==> src/logic/ceq_defines.svh <==
/*
 * Constants of the extended instruction quirk decoder: opcode lengths,
 * program counter shortfall, stack step and reset values.
 * Assumes inclusion by bare name from any file of the block.
 */
`ifndef CEQ_DEFINES_SVH
`define CEQ_DEFINES_SVH

// ****************************************************************
// Opcode lengths in bytes
// ****************************************************************
`define CEQ_LEN_SHORT    3'h2
`define CEQ_LEN_ADDR_IMM 3'h4
`define CEQ_LEN_EXT_IMM  3'h6

// ****************************************************************
// Arithmetic figures
// ****************************************************************
`define CEQ_PC_SHORTFALL 20'h00002
`define CEQ_SP_STEP      20'h00004

// ****************************************************************
// Reset values
// ****************************************************************
`define CEQ_RST_WORD     20'h00000
`define CEQ_RST_LEN      3'h0

`endif

==> src/logic/ceq_pkg.sv <==
/*
 * Types of the extended instruction quirk decoder.
 * Assumes the fetch stage classifies each instruction into these codes.
 */
`default_nettype none

package ceq_pkg;

	// Instruction classes the decoder cares about
	typedef enum logic [3:0] {
		CEQ_OP_OTHER,
		CEQ_OP_ADDRESS_ADD,
		CEQ_OP_ADDRESS_SUBTRACT,
		CEQ_OP_ADDRESS_COMPARE,
		CEQ_OP_EXT_ADD,
		CEQ_OP_EXT_SUBTRACT,
		CEQ_OP_EXT_COMPARE,
		CEQ_OP_EXTENDED_ADDRESS_MOVE,
		CEQ_OP_EXTENDED_ADDRESS_PUSH
	} ceq_op_t;

	// Source addressing modes
	typedef enum logic [2:0] {
		CEQ_MODE_REGISTER,
		CEQ_MODE_INDEXED,
		CEQ_MODE_INDIRECT,
		CEQ_MODE_AUTOINC,
		CEQ_MODE_IMMEDIATE
	} ceq_mode_t;

	// Low-power entry tracking states
	typedef enum logic [1:0] {
		CEQ_TRK_IDLE,
		CEQ_TRK_ARMED,
		CEQ_TRK_PRIMED
	} ceq_trk_t;

endpackage

`default_nettype wire

==> src/logic/ceq_lpm_track.sv <==
/*
 * Tracker of the low-power entry sequence that widens the first
 * non-maskable interrupt handler instruction.
 * Assumes one valid strobe per decoded instruction on sys_clk.
 */
`timescale 1ns/1ps
`default_nettype none

module ceq_lpm_track (
	input  wire logic            sys_clk,
	input  wire logic            rst_n,
	input  wire logic            quirk_fix,
	input  wire logic            inst_valid,
	input  wire ceq_pkg::ceq_mode_t inst_src_mode,
	input  wire logic            inst_enters_lpm,
	input  wire logic            inst_a20,
	input  wire logic            inst_reg_reg,
	input  wire logic            inst_nop,
	input  wire logic            nmi_pending,
	input  wire logic            nmi_first,
	output logic                 force_wide,
	output logic                 primed
);
	import ceq_pkg::*;

	ceq_trk_t state_reg;   // Sequence position
	ceq_trk_t state_next;  // Next sequence position

	// ****************************************************************
	// Sequence state
	// ****************************************************************

	// State register
	always_ff @(posedge sys_clk) begin
		if (!rst_n) begin
			state_reg <= CEQ_TRK_IDLE;
		end else begin
			state_reg <= state_next;
		end
	end

	// Next state and widening decision
	always_comb begin
		state_next = state_reg;
		force_wide = 1'b0;
		if (inst_valid) begin
			case (state_reg)
				CEQ_TRK_IDLE: begin
					// Indexed entry only counts with an interrupt pending
					if (inst_enters_lpm && inst_src_mode == CEQ_MODE_INDEXED &&
					    nmi_pending && !quirk_fix) begin
						state_next = CEQ_TRK_ARMED;
					end
				end
				CEQ_TRK_ARMED: begin
					// A no-operation here breaks the chain
					if (inst_a20 && inst_reg_reg && !inst_nop) begin
						state_next = CEQ_TRK_PRIMED;
					end else begin
						state_next = CEQ_TRK_IDLE;
					end
				end
				CEQ_TRK_PRIMED: begin
					// First handler word runs wide unless it is a no-op
					// Corrected core never widens, even if it was primed earlier
					force_wide = nmi_first && !inst_nop && !quirk_fix;
					state_next = nmi_first ? CEQ_TRK_IDLE : CEQ_TRK_PRIMED;
				end
				default: begin
					state_next = CEQ_TRK_IDLE;
				end
			endcase
		end
	end

	assign primed = (state_reg == CEQ_TRK_PRIMED);

endmodule

`default_nettype wire

==> src/logic/ceq_decoder.sv <==
/*
 * Extended instruction quirk decoder: opcode length, program counter
 * operand, stack pointer update and forced 20-bit width per instruction.
 * Assumes fetch classifies each instruction and presents it with one
 * valid strobe; all inputs come from logic on sys_clk.
 */
`timescale 1ns/1ps
`default_nettype none
`include "ceq_defines.svh"

module ceq_decoder (
	input  wire logic               sys_clk,
	input  wire logic               rst_n,
	input  wire logic               quirk_fix,
	input  wire logic               inst_valid,
	input  wire ceq_pkg::ceq_op_t   inst_op,
	input  wire ceq_pkg::ceq_mode_t inst_src_mode,
	input  wire logic               inst_src_sp,
	input  wire logic               inst_dst_pc,
	input  wire logic               inst_reg_reg,
	input  wire logic               inst_a20,
	input  wire logic               inst_nop,
	input  wire logic               inst_enters_lpm,
	input  wire logic [19:0]        inst_pc,
	input  wire logic [19:0]        sp_in,
	input  wire logic [19:0]        sp_mem_word,
	input  wire logic               nmi_pending,
	input  wire logic               nmi_first,
	output logic                    out_valid_reg,
	output logic [2:0]              out_len_reg,
	output logic                    out_width20_reg,
	output logic [19:0]             out_pc_operand_reg,
	output logic                    out_sp_we_reg,
	output logic [19:0]             out_sp_value_reg
);
	import ceq_pkg::*;

	// ****************************************************************
	// Helpers
	// ****************************************************************

	// Opcode length of an instruction
	function automatic logic [2:0] ceq_len(input ceq_op_t op, input ceq_mode_t md);
		logic imm;
		imm = (md == CEQ_MODE_IMMEDIATE);
		case (op)
			CEQ_OP_ADDRESS_ADD, CEQ_OP_ADDRESS_SUBTRACT, CEQ_OP_ADDRESS_COMPARE:
				ceq_len = imm ? `CEQ_LEN_ADDR_IMM : `CEQ_LEN_SHORT;
			CEQ_OP_EXT_ADD, CEQ_OP_EXT_SUBTRACT, CEQ_OP_EXT_COMPARE,
			CEQ_OP_EXTENDED_ADDRESS_MOVE:
				ceq_len = imm ? `CEQ_LEN_EXT_IMM : `CEQ_LEN_ADDR_IMM;
			default:
				ceq_len = `CEQ_LEN_SHORT;
		endcase
	endfunction

	// Address after an opcode of the given length
	function automatic logic [19:0] ceq_pc_plus(input logic [19:0] pc, input logic [2:0] len);
		ceq_pc_plus = pc + {17'h00000, len};
	endfunction

	// True for the short address arithmetic group
	function automatic logic ceq_is_addr(input ceq_op_t op);
		ceq_is_addr = (op == CEQ_OP_ADDRESS_ADD) || (op == CEQ_OP_ADDRESS_SUBTRACT) ||
		              (op == CEQ_OP_ADDRESS_COMPARE);
	endfunction

	// ****************************************************************
	// Decode
	// ****************************************************************

	logic        force_wide;        // Tracker asks for a wide handler word
	logic        primed;            // Tracker saw entry and wide reg-reg word
	logic [2:0]  len_next;          // Opcode length in bytes
	logic [19:0] pc_operand_next;   // PC value seen by the datapath
	logic        sp_we_next;        // Stack pointer is written
	logic [19:0] sp_value_next;     // Value written to stack pointer
	logic        addr_imm_pc;       // Short immediate address op onto PC
	logic        push_sp_inc;       // Push from stack pointer, auto-increment

	// Low-power entry sequence tracker
	ceq_lpm_track u_track (
		.sys_clk         (sys_clk),
		.rst_n           (rst_n),
		.quirk_fix       (quirk_fix),
		.inst_valid      (inst_valid),
		.inst_src_mode   (inst_src_mode),
		.inst_enters_lpm (inst_enters_lpm),
		.inst_a20        (inst_a20),
		.inst_reg_reg    (inst_reg_reg),
		.inst_nop        (inst_nop),
		.nmi_pending     (nmi_pending),
		.nmi_first       (nmi_first),
		.force_wide      (force_wide),
		.primed          (primed)
	);

	// Classification of the two faulty cases
	assign addr_imm_pc = ceq_is_addr(inst_op) && inst_src_mode == CEQ_MODE_IMMEDIATE &&
	                     inst_dst_pc;
	assign push_sp_inc = inst_op == CEQ_OP_EXTENDED_ADDRESS_PUSH && inst_src_sp &&
	                     inst_src_mode == CEQ_MODE_AUTOINC;

	// Length and program counter operand
	always_comb begin
		len_next = ceq_len(inst_op, inst_src_mode);
		// Correct operand is the address of the next instruction
		pc_operand_next = ceq_pc_plus(inst_pc, len_next);
		if (addr_imm_pc && !quirk_fix) begin
			// Only the first opcode word is accounted for
			pc_operand_next = inst_pc + `CEQ_PC_SHORTFALL;
		end
	end

	// Stack pointer update of the address-width push
	always_comb begin
		sp_we_next = inst_op == CEQ_OP_EXTENDED_ADDRESS_PUSH;
		sp_value_next = sp_in - `CEQ_SP_STEP;
		if (push_sp_inc && !quirk_fix) begin
			// Faulty core: stack pointer takes the word it pointed at
			sp_value_next = sp_mem_word;
		end
	end

	// ****************************************************************
	// Output registers
	// ****************************************************************

	// Valid strobe, one cycle behind the request
	always_ff @(posedge sys_clk) begin
		if (!rst_n) begin
			out_valid_reg <= 1'b0;
		end else begin
			out_valid_reg <= inst_valid;
		end
	end

	// Length, width and PC operand; held between instructions
	always_ff @(posedge sys_clk) begin
		if (!rst_n) begin
			out_len_reg        <= `CEQ_RST_LEN;
			out_width20_reg    <= 1'b0;
			out_pc_operand_reg <= `CEQ_RST_WORD;
		end else if (inst_valid) begin
			out_len_reg        <= len_next;
			out_width20_reg    <= (inst_a20 && !inst_nop) || force_wide;
			out_pc_operand_reg <= pc_operand_next;
		end
	end

	// Stack write strobe is a pulse; value held
	always_ff @(posedge sys_clk) begin
		if (!rst_n) begin
			out_sp_we_reg    <= 1'b0;
			out_sp_value_reg <= `CEQ_RST_WORD;
		end else begin
			out_sp_we_reg <= inst_valid && sp_we_next;
			if (inst_valid && sp_we_next) begin
				out_sp_value_reg <= sp_value_next;
			end
		end
	end
endmodule

`default_nettype wire

==> config.mk <==
export PLATFORM = sky130hd
export DESIGN_NAME = ceq_decoder
export DESIGN_NICKNAME = d
export VERILOG_FILES = /design/src/logic/ceq_pkg.sv /design/src/logic/ceq_lpm_track.sv /design/src/logic/ceq_decoder.sv
export VERILOG_INCLUDE_DIRS = /design/src /design/src/logic
export SDC_FILE = /design/constraint.sdc
export NUM_CORES = 1
export LEC_CHECK = 0
export ABC_AREA = 1
export BUFFER_PORTS_ARGS = -buffer_cell sky130_fd_sc_hd__buf_2
export CORE_MARGIN = 8
export CORE_UTILIZATION = 52
export CTS_CLUSTER_DIAMETER = 60
export DETAILED_ROUTE_END_ITERATION = 7
export MAX_ROUTING_LAYER = met4
export PLACE_DENSITY_LB_ADDON = 0.25
export SLEW_MARGIN = 5
export SYNTH_ARGS = -nofsm -noshare
export SYNTH_HDL_FRONTEND = slang
export SYNTH_SLANG_ARGS = --single-unit
==> constraint.sdc <==
create_clock -name sys_clk -period 6.5 [get_ports sys_clk]
set_input_delay 0.325 -clock sys_clk [delete_from_list [all_inputs] [get_ports sys_clk]]
set_output_delay 0.325 -clock sys_clk [all_outputs]
set_load 0.03 [all_outputs]
Yosys cells after proc, flatten, opt, wreduce, memory -nomap -nowiden
Cells that the tools add are included.
- flip-flop bits (word level): 48
- input port bits: 79
- output and inout bits: 46
- logic and storage cells: 59
- add/sub/neg operators: 3
- equality and inequality tests: 14
- mux-type cells: 11
- reductions and logical operators: 24
- operators with widths (kind ; number):
    $mux 20 ; 2
    $add 20x2->20 const B ; 1
    $add 20x3->20 ; 1
    $sub 20x3->20 const B ; 1
    $eq 4x3->1 const B ; 4
    $logic_and 1x1->1 ; 15
    $eq 4x2->1 const B ; 2
    $mux 2 ; 4
    $pmux 2 s3 ; 1
    $pmux 3 s2 ; 1
    $eq 4x1->1 const B ; 1
    $eq 4x4->1 const B ; 1
    $reduce_or 4->1 ; 1
    $eq 3x1->1 const B ; 1
    $eq 3x2->1 const B ; 1
    $eq 3x3->1 const B ; 1
    $logic_or 1x1->1 ; 3
    $mux 3 ; 1
    $reduce_or 3->1 ; 1
    $eq 2x1->1 const B ; 1
    $eq 2x2->1 const B ; 1
    $logic_not 1->1 ; 2
    $logic_not 2->1 ; 1
    $mux 1 ; 2
    other kinds (2) ; 2

Longest topological paths before layout
Gate-level depths: netlist (run 1).
- depth after elaboration: 7
- depth in mapped cells: 18
- mapped depth without buffers: 18

Cells and area by module
A second synthesis (run 1) with hierarchy kept.
- cells, all modules: 472
- area, all modules: 3064.2 µm²
- by module, submodules not included (module ; times used ; cells each ; area each (µm²) ; sequential area each (µm²)):
    ceq_decoder ; 1 ; 442 ; 2894.0 ; 900.9
    ceq_lpm_track ; 1 ; 30 ; 170.2 ; 40.0

Least setup slack after synthesis (run 1)
OpenSTA, ideal clock, no wires.
- path kind: input port to flip-flop
- start: input inst_src_mode[2]
- end: register out_pc_operand_reg[15]
- setup time: 109 ps
- arrival: 2192 ps
- setup slack: 4199 ps
- cell stages on the path: 15
- cell sequence: inv_1 > nor3_1 > nand4_1 > nand2_1 > inv_1 > o21ai_0 > ha_1 > inv_1 > fa_1 > nor2_4 > nand3_1 > o21ai_0 > nand3_1 > nand2_1 > inv_1
- word-level cells in the longest chain between the ends: 5
- RTL lines (element ; line ; text):
    start: declaration ; ceq_decoder.sv:17 ; input wire ceq_pkg::ceq_mode_t inst_src_mode,
    $eq 3x3->1 (*) ; ceq_decoder.sv:45, ceq_decoder.sv:99 ;
    $mux 2 (no line) (tied with other cells) ; -- ;
    $pmux 3 s2 / $logic_and 1x1->1 (equally long branches) ; ceq_decoder.sv:46, ceq_decoder.sv:99 ;
    $add 20x3->20 / $logic_and 1x1->1 (equally long branches) ; ceq_decoder.sv:59, ceq_decoder.sv:109 ;
    $mux 20 (*) ; ceq_decoder.sv:109 ; if (addr_imm_pc && !quirk_fix) begin
    end signal: assignment ; ceq_decoder.sv:143 ; out_pc_operand_reg <= `CEQ_RST_WORD;
    end signal: assignment ; ceq_decoder.sv:147 ; out_pc_operand_reg <= pc_operand_next;
    end: declaration ; ceq_decoder.sv:32 ; output logic [19:0] out_pc_operand_reg,
Every way passes the cells marked *; elsewhere a longest branch is shown, timed or not.
A chain may end at the register's enable or synchronous reset.

Final worst setup path (run 1)
- start: input inst_src_mode[1]
- end: register out_pc_operand_reg[15]
The elaborated chain is that of the path after synthesis.

==> results_dict.tcl, run 1 <==
set metrics [dict create \
    final-setup-viol-count 0 \
    nNetsFinal 660 \
    ys_ff_latch 47 \
    tritoncts_clock_tree "yes" \
    worstPathMaxFanout 6 \
    leakagePower_uw 0.00200 \
    maxCapViolations 0 \
    finalHoldViolations 0 \
    die_y_um 92.0 \
    worst_hold_path_type "in2reg" \
    floorplan.initialDensity_pct 54.2 \
    worstPathRequired_ns 6.70 \
    worstRegToRegCells 4 \
    layout-area-overhead-vs-synth_pct 23.4 \
    synth_top_area_share_pct 31.4 \
    design.core.area_um2 5540 \
    outcome "finished clean" \
    cell_with_the_largest_stage_delay_on_the_worst_path "sky130_fd_sc_hd__fa_1" \
    critical_path.endpoint_type "flip-flop" \
    largest_net_degree_at_the_start_of_global_routing 35 \
    cts.hold.buffers_added 0 \
    most_common_cell_after_layout_fill_and_taps_aside "sky130_fd_sc_hd__buf_2" \
    crit_path_max_incr_delay_ns 0.44 \
    drc 0 \
    post-route-util_pct 66.8 \
    nFillCells 537 \
    setup_tns_ns 0 \
    power.total_uw 627 \
    die_area_um2 8460 \
    post_drt_wl_per_cell_um 13.1 \
    global_route.usage.total_pct 19.9 \
    timing.rr.start "u_track.state_reg[0]$_SDFFE_PN0P_" \
    total_of_cells_resized_after_clock_tree_synthesis 0 \
    period_share_pct 37.4 \
    power_density_over_the_cells_nw_per_um2 169 \
    io_buffers 123 \
    fp-row-count 27 \
    route.final.wire_length_um 8530 \
    clock.fmax_mhz 411 \
    dp_hpwl_um 6670 \
    syn_nets 544 \
    path_cells "buf_2 > nor3_1 > nand4_1 > nand2_1 > inv_1 > o21ai_0 > ha_1 > inv_1 > fa_1 > nor2_4 > nand3_1 > o21ai_0 > nand3_1 > nand2_1 > inv_1" \
    whs_endpoint "out_pc_operand_reg[0]$_SDFFE_PN0P_" \
    crit-reg2reg-capture "u_track.state_reg[1]$_SDFFE_PN0P_" \
    detail_route.first_pass.iterations 5 \
    cts_buffer_depth 2 \
    num_io_pins 125 \
    drt_iter0_drc 185 \
    r2r_setup_slack_ns 5.55 \
    synth_seq_area_share_pct 31.4 \
    final-max-slew-violation-count 0 \
    place_area_um2 3620 \
    setup_repair_after_global_routing_missed_its_margin "no" \
    worst_slew_pin_slew_ns 0.621 \
    drive_gt1_share_pct 28.2 \
    cell_at_the_root_of_the_clock_tree "sky130_fd_sc_hd__clkbuf_8" \
    grt_overflow 0 \
    cts.repair_timing.setup_buffer_count 0 \
    num_antenna_cells 0 \
    numClockSinks 47 \
    skew_ns 0.0000801 \
    worst_ep_arrival_time_ns 2.63 \
    worstSetupStartpointType "input port" \
    peakVddDrop_uv 95.1 \
    die_w_um 92.0 \
    timing.setup.critical_path_class "in2reg" \
    timing.hold.worst_path_depth 3 \
    hp-start "inst_pc[0]" \
    syn_avg_cell_area_um2 6.51 \
    clk_pin_slew_ns 0.09 \
    fin_area_um2 3700 \
    clkLatencyLatePin_ns 0.29 \
    synth_top_cells_by_area "sky130_fd_sc_hd__dfxtp_1 (31%), sky130_fd_sc_hd__nand2_1 (15%), sky130_fd_sc_hd__inv_1 (7.6%)" \
    first_pass_grt_wire_length_um 13900 \
    finalCriticalPeriod_ns 2.43 \
    grt_antenna_before_repair 0 \
    detailroute.via_count 3310 \
    via_count_of_the_first_global_routing_pass 3133 \
    tritoncts.num_buffers 5 \
    detail_route.vias_per_cell 5.09 \
    library_cell_occupying_the_most_area_in_the_post_synthesis_netlist "sky130_fd_sc_hd__dfxtp_1" \
    synth.yosys.warnings 0 \
    worst_path_most_repeated_cell "sky130_fd_sc_hd__inv_1" \
    mostFrequentLayoutCells "sky130_fd_sc_hd__buf_2 (123), sky130_fd_sc_hd__nand2_1 (122), sky130_fd_sc_hd__inv_1 (61), sky130_fd_sc_hd__nor2_1 (49), sky130_fd_sc_hd__dfxtp_1 (47)" \
    synthesis.instances 461 \
    routabilityCongestion 0.907 \
    synthesis.area_um2 3000 \
    number_of_placed_cells_counting_well_taps 642 \
    final_cells 650 \
    yosys.cell_types.count 41 \
    drtAntennaViolNets 0 \
    slew_headroom_pct 58.6 \
    h-tree-depth 2 \
]
-- cells in the mapped netlist --
cell	count
sky130_fd_sc_hd__a21boi_1	1
sky130_fd_sc_hd__a21boi_4	1
sky130_fd_sc_hd__a21oi_1	18
sky130_fd_sc_hd__a21oi_2	4
sky130_fd_sc_hd__a22oi_1	4
sky130_fd_sc_hd__a22oi_2	1
sky130_fd_sc_hd__a31oi_1	1
sky130_fd_sc_hd__buf_1	1
sky130_fd_sc_hd__buf_2	4
sky130_fd_sc_hd__buf_4	3
sky130_fd_sc_hd__buf_6	2
sky130_fd_sc_hd__clkbuf_1	4
sky130_fd_sc_hd__conb_1	1
sky130_fd_sc_hd__dfxtp_1	47
sky130_fd_sc_hd__fa_1	1
sky130_fd_sc_hd__ha_1	3
sky130_fd_sc_hd__inv_1	61
sky130_fd_sc_hd__inv_2	3
sky130_fd_sc_hd__nand2_1	122
sky130_fd_sc_hd__nand2_2	3
sky130_fd_sc_hd__nand2_4	1
sky130_fd_sc_hd__nand3_1	26
sky130_fd_sc_hd__nand3_2	3
sky130_fd_sc_hd__nand3b_1	6
sky130_fd_sc_hd__nand4_1	7
sky130_fd_sc_hd__nand4_2	1
sky130_fd_sc_hd__nor2_1	49
sky130_fd_sc_hd__nor2_2	9
sky130_fd_sc_hd__nor2_4	5
sky130_fd_sc_hd__nor3_1	4
sky130_fd_sc_hd__nor3_4	1
sky130_fd_sc_hd__o211ai_1	4
sky130_fd_sc_hd__o21ai_0	28
sky130_fd_sc_hd__o21ai_1	9
sky130_fd_sc_hd__o221ai_1	1
sky130_fd_sc_hd__o22ai_1	6
sky130_fd_sc_hd__o32ai_1	1
sky130_fd_sc_hd__or2_0	2
sky130_fd_sc_hd__or2_2	2
sky130_fd_sc_hd__xnor2_1	4
sky130_fd_sc_hd__xor2_1	7
-- cell type report --
| type | instances | area, µm² | share of cell area, % |
|---|---|---|---|
| well taps | 72 | 90.1 | 2.43 |
| repair buffers | 123 | 616 | 16.6 |
| inverters | 64 | 240 | 6.49 |
| flip-flops and latches | 47 | 941 | 25.4 |
| clock buffers | 7 | 76.3 | 2.06 |
| clock inverters | 1 | 5.00 | 0.135 |
| multi-input cells | 336 | 1740 | 46.9 |
-- stage by stage --
stage | hold slack, ns | setup WS [ns]
final | 0.257 | 4.07
after CTS | 0.252 | 4.07
after floorplan | 0.458 | 4.20
after global routing | 0.272 | 3.84
after global placement | 0.454 | 3.86
after detailed placement | 0.457 | 3.76
-- logic make-up after synthesis --
group	share of synthesized area (%)
AOI/OAI and AO/OA	15.7
xor gates and xnor gates	3.21
other	0.125
adders and majority gates	1.92
buffers and inverters	10.8
and+or+nand+nor	36.9
DFF	31.4
-- power breakdown --
part	internal (µW)	total [µW]	switching (µW)
clock	75.7	171	95.7
sequential	301	308	6.34
combinational	51.8	148	96.2
total	429	627	198
-- how the worst max path moves through the flow --
stage / slack (ns) / startpoint / cells after the start / end
floorplan: 4.20 / inst_src_mode[2] / 15 / out_pc_operand_reg[15]$_SDFFE_PN0P_
global route: 3.84 / inst_src_mode[1] / 15 / out_pc_operand_reg[15]$_SDFFE_PN0P_
finish: 4.07 / inst_src_mode[1] / 15 / out_pc_operand_reg[15]$_SDFFE_PN0P_
detailed placement: 3.76 / inst_src_mode[1] / 15 / out_pc_operand_reg[15]$_SDFFE_PN0P_
global placement: 3.86 / inst_src_mode[1] / 15 / out_pc_operand_reg[15]$_SDFFE_PN0P_
CTS: 4.07 / inst_src_mode[1] / 15 / out_pc_operand_reg[15]$_SDFFE_PN0P_
-- worst max-delay path, delay by kind of cell --
family,cells,cell delay [ns]
and+or+nand+nor,7,1.11
AOI/OAI and AO/OA,2,0.27
adders and majority gates,2,0.64
buffers and inverters,4,0.26
-- routing by layer --
metal	GRT usage, %	wire [µm]	up-vias
li1	-	-	1702
met2	32.6	4030	117
met4	3.76	40	0
met3	5.05	594	4
met5	-	0	-
met1	24.2	3860	1487
No activity file was read; power rests on OpenSTA's default activity.
==> inputs of run 2 (changes only) <==
--- a/config.mk
+++ b/config.mk
@@ -9,7 +9,7 @@
 export ABC_AREA = 1
 export BUFFER_PORTS_ARGS = -buffer_cell sky130_fd_sc_hd__buf_2
 export CORE_MARGIN = 8
-export CORE_UTILIZATION = 52
+export CORE_UTILIZATION = 44
 export CTS_CLUSTER_DIAMETER = 60
 export DETAILED_ROUTE_END_ITERATION = 7
 export MAX_ROUTING_LAYER = met4
==> constraint.sdc (replaced) <==
create_clock -name sys_clk -period 2 [get_ports sys_clk]
set_input_delay 0.1 -clock sys_clk [delete_from_list [all_inputs] [get_ports sys_clk]]
set_output_delay 0.1 -clock sys_clk [all_outputs]
set_load 0.03 [all_outputs]
==> run 2 against run 1 <==
Against the previous run: core utilization decreased by 8.0 points; non-clock buffer count grew 19; clock-buffer cell count decreased by 1; global-route usage shrank 2.2 points; die area up 15%; first-iteration DRC count down 38%; largest cell class unchanged; flip-flop and latch count unchanged; total power rose to 3.6 times the previous value; clock skew increased by 0.00054 ns; clock power rose to 4.3 times the previous value.
==> results_dict.tcl, run 2 (same netlist as run 1, synthesis figures left out) <==
set metrics [dict create \
    route.met3.wl_um 565 \
    detail_route.vias_per_cell 4.92 \
    detailroute.via_count 3330 \
    cts_buffer_depth 2 \
    fin_area_um2 3940 \
    worst_slew_pin_slew_ns 0.599 \
    final-setup-viol-count 0 \
    numClockSinks 47 \
    detail_route.first_pass.iterations 6 \
    floorplan.initialDensity_pct 44.9 \
    skew_ns 0.000618 \
    die_w_um 98.6 \
    num_io_pins 125 \
    grt_antenna_before_repair 0 \
    worstPathMaxFanout 6 \
    maxCapViolations 0 \
    period_share_pct 95.9 \
    setup_repair_after_global_routing_missed_its_margin "yes" \
    drive_gt1_share_pct 32.5 \
    leakagePower_uw 0.00212 \
    place_area_um2 3760 \
    clock.fmax_mhz 521 \
    tritoncts.num_buffers 5 \
    met2_length_um 4060 \
    peakVddDrop_uv 264 \
    die_area_um2 9720 \
    drtAntennaViolNets 0 \
    finalCriticalPeriod_ns 1.92 \
    slew_headroom_pct 60.0 \
    cts.hold.buffers_added 0 \
    final-max-slew-violation-count 0 \
    uppermost_signal_routing_layer_after_detailed_routing "met4" \
    worst_ep_arrival_time_ns 2.13 \
    final_cells 677 \
    post_drt_wl_per_cell_um 12.9 \
    finalHoldViolations 0 \
    drc 0 \
    design.core.area_um2 6680 \
    nNetsFinal 679 \
    dp_hpwl_um 7050 \
    first_pass_grt_wire_length_um 14200 \
    global_route.usage.total_pct 17.7 \
    worst_hold_path_type "in2reg" \
    routabilityCongestion 0.905 \
    power.total_uw 2250 \
    num_antenna_cells 0 \
    critical_path.endpoint_type "flip-flop" \
    via_count_of_the_first_global_routing_pass 3149 \
    clkLatencyLatePin_ns 0.30 \
    met1_length_um 4060 \
    route.final.wire_length_um 8740 \
    worstSetupStartpointType "input port" \
    grt_overflow 0 \
    io_buffers 123 \
    h-tree-depth 2 \
    largest_net_degree_at_the_start_of_global_routing 26 \
    number_of_placed_cells_counting_well_taps 667 \
    fp-row-count 30 \
    die_y_um 98.6 \
    nFillCells 661 \
    clk_pin_slew_ns 0.09 \
    drt_iter0_drc 114 \
    outcome "finished clean" \
    timing.setup.critical_path_class "in2reg" \
    cell_at_the_root_of_the_clock_tree "sky130_fd_sc_hd__clkbuf_8" \
    power_density_over_the_cells_nw_per_um2 571 \
    layout-area-overhead-vs-synth_pct 31.2 \
    mostFrequentLayoutCells "sky130_fd_sc_hd__nand2_1 (121), sky130_fd_sc_hd__buf_2 (121), sky130_fd_sc_hd__inv_1 (57), sky130_fd_sc_hd__nor2_1 (48), sky130_fd_sc_hd__dfxtp_1 (47)" \
    worstPathRequired_ns 2.21 \
    tritoncts_clock_tree "yes" \
]
[run 2: final cells by class]
class,count,area [µm²],area share [%]
flip-flops and latches,47,941,23.9
well taps,80,100,2.54
inverters,64,240,6.10
repair buffers,142,774,19.7
clock inverters,2,35.0,0.890
multi-input cells,336,1760,44.8
clock buffers,6,82.6,2.10
[run 2: what timing repair did]
action / in CTS / in global routing
hold endpoints to repair: 0 / 0
buffers inserted: 0 / 2
gates resized for setup: 0 / 16
setup endpoints to repair: 0 / 6
[run 2: worst paths after layout]
check / cells past startpoint / startpoint / end / slack [ns]
worst min-delay path: 3 / inst_pc[0] / out_pc_operand_reg[0]$_SDFFE_PN0P_ / 0.03
worst max register to register: 4 / u_track.state_reg[1]$_SDFFE_PN0P_ / u_track.state_reg[1]$_SDFFE_PN0P_ / 1.07
worst max-delay path: 15 / inst_src_mode[1] / out_pc_operand_reg[19]$_SDFFE_PN0P_ / 0.08
worst min register to register: 2 / out_sp_value_reg[9]$_SDFFE_PN0P_ / out_sp_value_reg[9]$_SDFFE_PN0P_ / 0.47
[run 2: critical path, stage by stage]
cell	delay, ns
sky130_fd_sc_hd__buf_8	0.10
sky130_fd_sc_hd__nor3_4	0.21
sky130_fd_sc_hd__nand4_1	0.12
sky130_fd_sc_hd__nand2_1	0.09
sky130_fd_sc_hd__inv_1	0.05
sky130_fd_sc_hd__o21ai_1	0.08
sky130_fd_sc_hd__ha_2	0.20
sky130_fd_sc_hd__inv_2	0.04
sky130_fd_sc_hd__fa_2	0.39
sky130_fd_sc_hd__nor2_4	0.20
sky130_fd_sc_hd__nand4_1	0.14
sky130_fd_sc_hd__o21ai_1	0.15
sky130_fd_sc_hd__nand2_1	0.07
sky130_fd_sc_hd__o21ai_1	0.14
sky130_fd_sc_hd__inv_1	0.04
[run 2: where the power goes]
group	total [µW]	switching, µW	internal [µW]
clock network	728	323	405
logic	520	323	198
registers	1000	20.4	979
total	2250	666	1580
[run 2: routing by layer]
metal  global-route usage (%)  vias up
li1                         -     1744
met1                     21.5     1491
met2                     28.6       91
met3                     5.36        4
met4                     3.31        0
met5                        -        -
[run 2: stage by stage]
step | utilization, % | worst slack [ns] | setup TNS, ns | hold WS (ns)
2_1_floorplan | - | 0.0176 | 0 | 0.235
3_3_place_gp | 56.3 | -0.206 | -1.26 | 0.329
3_5_place_dp | 56.3 | -0.300 | -2.39 | 0.344
4_1_cts | 58.1 | 0.0246 | 0 | 0.0274
5_1_grt | 58.9 | -0.0509 | -0.0789 | 0.0176
6_report | 58.9 | 0.0813 | 0 | 0.0342
